<file path="config.mk">
export PLATFORM = sky130hd
export DESIGN_NAME = rlsf_top
export DESIGN_NICKNAME = d
export VERILOG_FILES = /design/src/logic/rlsf_sync.v /design/src/logic/rlsf_port_flags.v /design/src/logic/rlsf_top.v
export VERILOG_INCLUDE_DIRS = /design/src /design/src/logic
export SDC_FILE = /design/constraint.sdc
export NUM_CORES = 1
export LEC_CHECK = 0
export ABC_AREA = 1
export BUFFER_PORTS_ARGS = -buffer_cell sky130_fd_sc_hd__buf_4
export CAP_MARGIN = 20
export CORE_MARGIN = 1
export CORE_UTILIZATION = 51
export DETAILED_ROUTE_END_ITERATION = 10
export PLACE_DENSITY = 0.87
export SYNTH_ARGS = -nofsm -noshare
export SYNTH_HDL_FRONTEND = slang
export SYNTH_HIERARCHICAL = 1
export SYNTH_SLANG_ARGS = --single-unit
export TNS_END_PERCENT = 30
</file>
<file path="constraint.sdc">
create_clock -name sys_clk_i -period 2.3 [get_ports sys_clk_i]
set_input_delay 0.46 -clock sys_clk_i [delete_from_list [all_inputs] [get_ports sys_clk_i]]
set_output_delay 0.46 -clock sys_clk_i [all_outputs]
set_load 0.02 [all_outputs]
</file>
<file path="src/logic/rlsf_defs.vh">
// Constants for the per-port receive link status register bank.
// Assumes inclusion by bare name from every design file that needs them.
`ifndef RLSF_DEFS_VH
`define RLSF_DEFS_VH

// Register offsets on the internal register access port.
`define RLSF_ADDR_PORT_SEL 8'h4c
`define RLSF_ADDR_LINK_STS 8'h4d

// Fields of the port select register.
`define RLSF_SEL_RD_MSB 5
`define RLSF_SEL_RD_LSB 4
`define RLSF_SEL_WR_MSB 3
`define RLSF_SEL_WR_LSB 0
`define RLSF_SEL_PHYS_MSB 7
`define RLSF_SEL_PHYS_LSB 6

// Fields of the receive port link status register.
`define RLSF_STS_PORT_MSB 7
`define RLSF_STS_PORT_LSB 6
`define RLSF_BIT_CRC 5
`define RLSF_BIT_LOCK_CHG 4
`define RLSF_BIT_SEQ 3
`define RLSF_BIT_PARITY 2
`define RLSF_BIT_PASS 1
`define RLSF_BIT_LOCK 0

// Reset values.
`define RLSF_RST_SEL 6'h00
`define RLSF_RST_FLAGS 6'h00
`define RLSF_RST_BYTE 8'h00
`define RLSF_RST_PHYS 2'h0

`endif

</file>
<file path="src/logic/rlsf_sync.v">
// Two flip-flop synchroniser for a vector of independent levels.
// Assumes each bit is a slow level; multi-bit coherence is not kept.
`timescale 1ns/1ps

module rlsf_sync #(
    parameter WIDTH = 8
) (
    input wire sys_clk_i, // System clock.
    input wire reset_i, // Synchronous reset, active high.
    input wire [WIDTH-1:0] async_i, // Levels from outside the clock domain.
    output reg [WIDTH-1:0] sync_o // Synchronised levels.
);

    reg [WIDTH-1:0] meta_q;

    // The first stage feeds only the second stage.
    always @(posedge sys_clk_i) begin
        if (reset_i) begin
            meta_q <= {WIDTH{1'b0}};
            sync_o <= {WIDTH{1'b0}};
        end else begin
            meta_q <= async_i;
            sync_o <= meta_q;
        end
    end

endmodule // rlsf_sync

</file>
<file path="src/logic/rlsf_port_flags.v">
// Status flags of one receive port: sticky errors, lock change, parity flag.
// Assumes synchronised lock and pass levels and same-clock event pulses.
`timescale 1ns/1ps
`include "rlsf_defs.vh"

module rlsf_port_flags #(
    parameter CNT_W = 16
) (
    input wire sys_clk_i, // System clock.
    input wire reset_i, // Synchronous reset, active high.
    input wire lock_i, // Synchronised receiver lock level.
    input wire pass_i, // Synchronised pass indication level.
    input wire crc_err_i, // Control channel CRC error pulse.
    input wire seq_err_i, // Control channel sequence error pulse.
    input wire any_err_i, // Control channel any-error pulse.
    input wire enh_en_i, // Enhanced error reporting enable.
    input wire [CNT_W-1:0] par_count_i, // Parity error count.
    input wire [CNT_W-1:0] par_limit_i, // Parity error limit.
    input wire par_clear_i, // Parity count registers cleared.
    input wire sts_read_i, // Status register read for this port.
    input wire detail_read_i, // Detail status register read for this port.
    output reg [5:0] flags_o // Status bits 5 down to 0.
);

    reg lock_prev_q;
    reg [5:0] flags_d;
    wire bit3_set;
    wire bit3_clr;

    // Bit 3 takes its source and its clearing event from the enhanced enable.
    assign bit3_set = enh_en_i ? any_err_i : seq_err_i; // RL6
    assign bit3_clr = enh_en_i ? detail_read_i : sts_read_i; // RL7 RL8

    // Next flags: a set in the same cycle as a clear wins.
    always @* begin
        flags_d = flags_o;
        flags_d[`RLSF_BIT_CRC] = crc_err_i | (flags_o[`RLSF_BIT_CRC] & ~sts_read_i); // RL4 RL13
        flags_d[`RLSF_BIT_LOCK_CHG] = (lock_i ^ lock_prev_q)
            | (flags_o[`RLSF_BIT_LOCK_CHG] & ~sts_read_i); // RL5 RL13
        flags_d[`RLSF_BIT_SEQ] = bit3_set | (flags_o[`RLSF_BIT_SEQ] & ~bit3_clr); // RL7 RL8 RL13
        flags_d[`RLSF_BIT_PARITY] = (par_count_i > par_limit_i)
            | (flags_o[`RLSF_BIT_PARITY] & ~par_clear_i); // RL9 RL10
        flags_d[`RLSF_BIT_PASS] = pass_i; // RL11
        flags_d[`RLSF_BIT_LOCK] = lock_i; // RL12
    end

    // Flag and lock history registers.
    always @(posedge sys_clk_i) begin
        if (reset_i) begin
            flags_o <= `RLSF_RST_FLAGS;
            lock_prev_q <= 1'b0;
        end else begin
            flags_o <= flags_d;
            lock_prev_q <= lock_i;
        end
    end

endmodule // rlsf_port_flags

</file>
<file path="src/logic/rlsf_top.v">
// Receive port link status register bank with its port select register.
// Assumes an internal register access port driven by the serial host
// interface engine, one strobe per byte access, all on sys_clk_i.
// Lock and pass levels come from the receivers and are synchronised here;
// error pulses, enables and parity counts come from same-clock logic.
`timescale 1ns/1ps
`include "rlsf_defs.vh"

// Summary of operation
// RL1: Each receive port has its own status register copy and host accesses reach the selected one.
// RL2: The host picks the read port with a two-bit code, zero to three naming ports zero to three.
// RL3: The top two bits of the status byte read back the selected read port number.
// RL4: The CRC flag in bit 5 sets on a control channel CRC error and clears on read.
// RL5: The lock change flag in bit 4 sets on any lock change since the last read and clears on read.
// RL6: Bit 3 has one of two meanings chosen by the enhanced error enable.
// RL7: With enhanced reporting off, bit 3 sets on a sequence error and clears on read.
// RL8: With enhanced reporting on, bit 3 sets on any channel error and clears on a detail status read.
// RL9: The parity flag in bit 2 sets when the parity count exceeds the programmed limit.
// RL10: The parity flag survives reads and clears only when the parity counts are cleared.
// RL11: Bit 1 shows the live receiver pass indication.
// RL12: Bit 0 shows the live receiver lock state.
// RL13: An event in the same cycle as its clearing read stays set.
module rlsf_top #(
    parameter NUM_PORTS = 4,
    parameter CNT_W = 16
) (
    input wire sys_clk_i, // System clock, 40 MHz.
    input wire reset_i, // Synchronous reset, active high.
    input wire [7:0] reg_addr_i, // Register offset of the access.
    input wire reg_wr_i, // Write strobe, one cycle.
    input wire reg_rd_i, // Read strobe, one cycle.
    input wire [7:0] reg_wdata_i, // Write data.
    output reg [7:0] reg_rdata_o, // Read data, registered.
    output reg reg_rvalid_o, // Read data valid, one cycle.
    input wire [NUM_PORTS-1:0] receiver_locked_i, // Receiver lock levels, asynchronous.
    input wire [NUM_PORTS-1:0] port_pass_i, // Pass criteria met, asynchronous.
    input wire [NUM_PORTS-1:0] crc_err_i, // Control channel CRC error pulses.
    input wire [NUM_PORTS-1:0] seq_err_i, // Control channel sequence error pulses.
    input wire [NUM_PORTS-1:0] any_err_i, // Control channel any-error pulses.
    input wire [NUM_PORTS-1:0] enhanced_error_enable_i, // Enhanced reporting enables.
    input wire [NUM_PORTS*CNT_W-1:0] parity_count_i, // Parity error counts.
    input wire [NUM_PORTS*CNT_W-1:0] parity_error_limit_i, // Parity error limits.
    input wire [NUM_PORTS-1:0] parity_count_clear_i, // Parity count clear pulses.
    input wire detail_status_read_i, // Detail status read of the selected port.
    output reg [1:0] read_port_o, // Selected read port.
    output reg [NUM_PORTS-1:0] write_port_en_o // Per-port write enables.
);

    // Port select register contents.
    reg [5:0] sel_q;
    reg [5:0] sel_d;

    // Live copies of the flags, one six-bit slice per port.
    wire [NUM_PORTS*6-1:0] flags_all;
    wire [2*NUM_PORTS-1:0] live_sync;

    // Decoded accesses.
    wire sel_hit;
    wire sts_hit;
    wire [1:0] rd_port;
    wire [NUM_PORTS-1:0] sts_read_vec;
    wire [NUM_PORTS-1:0] detail_read_vec;

    // Read data path.
    reg [7:0] rdata_d;
    reg [5:0] sel_flags;

    integer k;

    // Address decode of the two registers this bank answers.
    assign sel_hit = (reg_addr_i == `RLSF_ADDR_PORT_SEL);
    assign sts_hit = (reg_addr_i == `RLSF_ADDR_LINK_STS);
    assign rd_port = sel_q[`RLSF_SEL_RD_MSB:`RLSF_SEL_RD_LSB]; // RL2

    // Lock and pass levels cross into the clock domain before use.
    rlsf_sync #(
        .WIDTH(2*NUM_PORTS)
    ) u_sync (
        .sys_clk_i(sys_clk_i),
        .reset_i(reset_i),
        .async_i({port_pass_i, receiver_locked_i}),
        .sync_o(live_sync)
    );

    // One flag set per receive port; read clears reach only the selected copy, parity count clears reach each port's own copy.
    genvar p;
    generate
        for (p = 0; p < NUM_PORTS; p = p + 1) begin : g_port
            // Port number of this copy, sized to match the read port field.
            localparam [1:0] PORT_NUM = p;
            assign sts_read_vec[p] = reg_rd_i & sts_hit & (rd_port == PORT_NUM); // RL1
            assign detail_read_vec[p] = detail_status_read_i & (rd_port == PORT_NUM); // RL8

            rlsf_port_flags #(
                .CNT_W(CNT_W)
            ) u_flags (
                .sys_clk_i(sys_clk_i),
                .reset_i(reset_i),
                .lock_i(live_sync[p]),
                .pass_i(live_sync[NUM_PORTS+p]),
                .crc_err_i(crc_err_i[p]),
                .seq_err_i(seq_err_i[p]),
                .any_err_i(any_err_i[p]),
                .enh_en_i(enhanced_error_enable_i[p]),
                .par_count_i(parity_count_i[p*CNT_W +: CNT_W]),
                .par_limit_i(parity_error_limit_i[p*CNT_W +: CNT_W]),
                .par_clear_i(parity_count_clear_i[p]),
                .sts_read_i(sts_read_vec[p]),
                .detail_read_i(detail_read_vec[p]),
                .flags_o(flags_all[p*6 +: 6])
            );
        end
    endgenerate

    // Port select write; only the read port and write enable fields are stored.
    always @* begin
        sel_d = sel_q;
        if (reg_wr_i && sel_hit) begin
            sel_d = reg_wdata_i[5:0]; // RL2
        end
    end

    // Pick the flags of the selected read port.
    always @* begin
        sel_flags = `RLSF_RST_FLAGS;
        for (k = 0; k < NUM_PORTS; k = k + 1) begin
            if (rd_port == k[1:0]) begin
                sel_flags = flags_all[k*6 +: 6]; // RL1
            end
        end
    end

    // Read data; unmapped offsets read as zero and writes to status are ignored.
    always @* begin
        rdata_d = `RLSF_RST_BYTE;
        if (sel_hit) begin
            rdata_d[`RLSF_SEL_PHYS_MSB:`RLSF_SEL_PHYS_LSB] = `RLSF_RST_PHYS;
            rdata_d[5:0] = sel_q;
        end else if (sts_hit) begin
            rdata_d[`RLSF_STS_PORT_MSB:`RLSF_STS_PORT_LSB] = rd_port; // RL3
            rdata_d[5:0] = sel_flags;
        end
    end

    // Registers and registered outputs.
    always @(posedge sys_clk_i) begin
        if (reset_i) begin
            sel_q <= `RLSF_RST_SEL;
            reg_rdata_o <= `RLSF_RST_BYTE;
            reg_rvalid_o <= 1'b0;
            read_port_o <= 2'h0;
            write_port_en_o <= {NUM_PORTS{1'b0}};
        end else begin
            sel_q <= sel_d;
            reg_rvalid_o <= reg_rd_i;
            if (reg_rd_i) begin
                reg_rdata_o <= rdata_d;
            end
            read_port_o <= sel_d[`RLSF_SEL_RD_MSB:`RLSF_SEL_RD_LSB];
            write_port_en_o <= sel_d[NUM_PORTS-1:0];
        end
    end

endmodule // rlsf_top

</file>
==> results.ini <==
[floorplan]
dieWidth_um=91.5
die_h_um=91.5
ios=192
die_area_sq_um=8370
rows=32
start_util=0.528
core-area_sq_um=7730

[run_status]
status=completed

[drt]
routedWlPerCell_um=11.9
via_per_inst=4.85
drc=0
drtIter0Drc=122
dr.pass1.iters=4
via_count=4238
ant_nets=0
drt-total-wl_um=10400

[power_and_ir_drop]
p_clk_frac=0.249
swShare=0.290
p_total_mw=2.22
p_int_mw=1.58
p_comb_frac=0.292
pwr-share-seq=0.458
p_switching_mw=0.645
irDropWorstVdd_mv=0.250
power.density_nw_per_um2=395
leakagePower_nw=3.19

[timing]
tightest_slew_ps=507
skew_ps=7.77
final-setup-viol-count=0
rsz0062_at_grt=no
fin_setup_tns_ps=0
period_share=0.723
max_freq_ghz=0.602
fin_ws_ps=638
finalHoldViolations=0
drv_slew=0
slew_headroom=0.662
min_period_ps=1660

[placement]
io_buffers=189
gp_congestion=0.845
place_ws_ps=445
dp_hpwl_um=8940

[cts]
cts_buffer_depth=2
cts_setup_buffers=0
cts_buffers=5
cts_resized=0
clock_sinks=55
cts_hold_buffers=0
htreeDepth=2
clock_latency_ps=310
root_buffer=clkbuf_8
clk_pin_slew_ps=100
cts_tree=built

[setup_path]
critPathBufInv=1
critPathArrivalTime_ps=1200
start_kind=register
crit_type=reg -> out
crit_slowest_cell=dfxtp_1
worstPathMaxFanout=10
cpPeakStageDelay_ps=650
cp_cell_sequence=buf_4
cp.required_ps=1840
path_delay_family=flip-flops
endpoint_kind=output pin

[yosys]
synth_most_common_cell=inv_1
async_reset_ff_frac=0
synth_common_cells=135 x inv_1, 105 x nand2_1, 64 x ha_1
yosys.area.top_type=dfxtp_1
yosysWarnings=6
synth_seq_cells=55
synthCells=587
avgSynthCellArea_sq_um=6.96
syn_nets=828
synth_ff_type=dfxtp_1
synth_cell_types=33
synth.area.top_cells=dfxtp_1 27%, ha_1 20%, inv_1 12%
syn_area_sq_um=4080
synth_edf_count=0
ys_seq_area_frac=0.270
synth_top_area_share=0.270

[cells_and_area]
drive_above_1_share=0.303
diodes=0
nFillCells=611
nets=1012
area_growth_pct=37.9

[global_routing]
first_global_vias=4289
grt_usage=0.258
grt_max_degree=45
antenna_found_initial=0
grt_overflow=0
grt_pass1_wl_um=17600

[hold_path]
hold_path_class=in -> reg

[run]
cap_violations=0

-- routing by layer --
metal	vias to the layer above	GRT usage	wire length, um
li1	2185	-	-
met1	1868	0.266	4000
met2	151	0.505	5430
met3	34	0.0511	643
met4	0	0.0939	309
met5	-	0	0
-- metrics by stage --
stage / cells / area (sq um) / util / hold slack (ps)
final: 874 / 5630 / 0.728 / 335
after detailed placement: 866 / 5530 / 0.716 / 393
after global routing: 874 / 5630 / 0.728 / 336
after global placement: 866 / 5530 / 0.716 / 389
after floorplan: 587 / 4080 / - / 388
after CTS: 874 / 5630 / 0.728 / 327
-- cell usage in the layout (no fill, tap or decap), types with 5 or more instances in the layout --
| cell | instances |
|---|---|
| o21ai_1 | 13 |
| nand2_1 | 105 |
| o21ai_0 | 15 |
| a21oi_2 | 6 |
| a21oi_1 | 41 |
| nand2_2 | 10 |
| nor2_1 | 60 |
| buf_4 | 189 |
| nor2_2 | 8 |
| o211ai_1 | 5 |
| ha_1 | 64 |
| dfxtp_1 | 55 |
| inv_1 | 135 |
| nand3_1 | 18 |
| a21o_1 | 8 |
| clkbuf_8 | 5 |
-- power by group through the flow --
| stage | Clock [mW] | Combinational, mW | Sequential, mW |
|---|---|---|---|
| detailed placement | 0 | 0.652 | 1.04 |
| global route | 0.599 | 0.739 | 1.02 |
| global placement | 0 | 0.616 | 1.04 |
| finish | 0.554 | 0.650 | 1.02 |
| floorplan | 0 | 0.324 | 1.04 |
| CTS | 0.569 | 0.655 | 1.02 |
-- final timing paths --
| kind | startpoint | to | slack [ps] | cells past startpoint |
|---|---|---|---|---|
| max | read_port_o[1] | read_port_o[1] | 640 | 1 |
| min | port_pass_i[3] | u_sync/meta_q[7] | 340 | 3 |
| max reg2reg | read_port_o[1] | g_port[2].u_flags/flags_o[3] | 710 | 7 |
| min reg2reg | u_sync/sync_o[5] | g_port[1].u_flags/flags_o[1] | 410 | 2 |
-- kinds of logic after synthesis --
kind of cell | count (synthesis) | share of synthesized area
AND/OR/NAND/NOR | 218 | 0.237
buffers and inverters | 151 | 0.153
AO/OA/AOI/OAI | 91 | 0.127
adder cells (fa/ha/maj) | 64 | 0.196
flip-flops | 55 | 0.270
XOR/XNOR | 4 | 0.00858
multiplexers | 4 | 0.00981
-- final cells by class --
cell class                 instances  area [sq um]  share of cell area
tap                              102           128              0.0227
inverter                         139           527              0.0936
multi-input combinational        381          2360               0.419
timing repair buffer             189          1420               0.252
clock buffer                       5          68.8              0.0122
sequential                        55          1100               0.196
clock inverter                     3          27.5             0.00489
-- state kept, by name, summed over array words and instances, names as in the netlist --
signal / count
write_port_en_o: 3
g_port.u_flags/flags_o: 24
u_sync/meta_q: 8
sel_q: 1
reg_rdata_o: 8
read_port_o: 2
u_sync/sync_o: 8
reg_rvalid_o: 1
(Power assumes the default switching activity.)
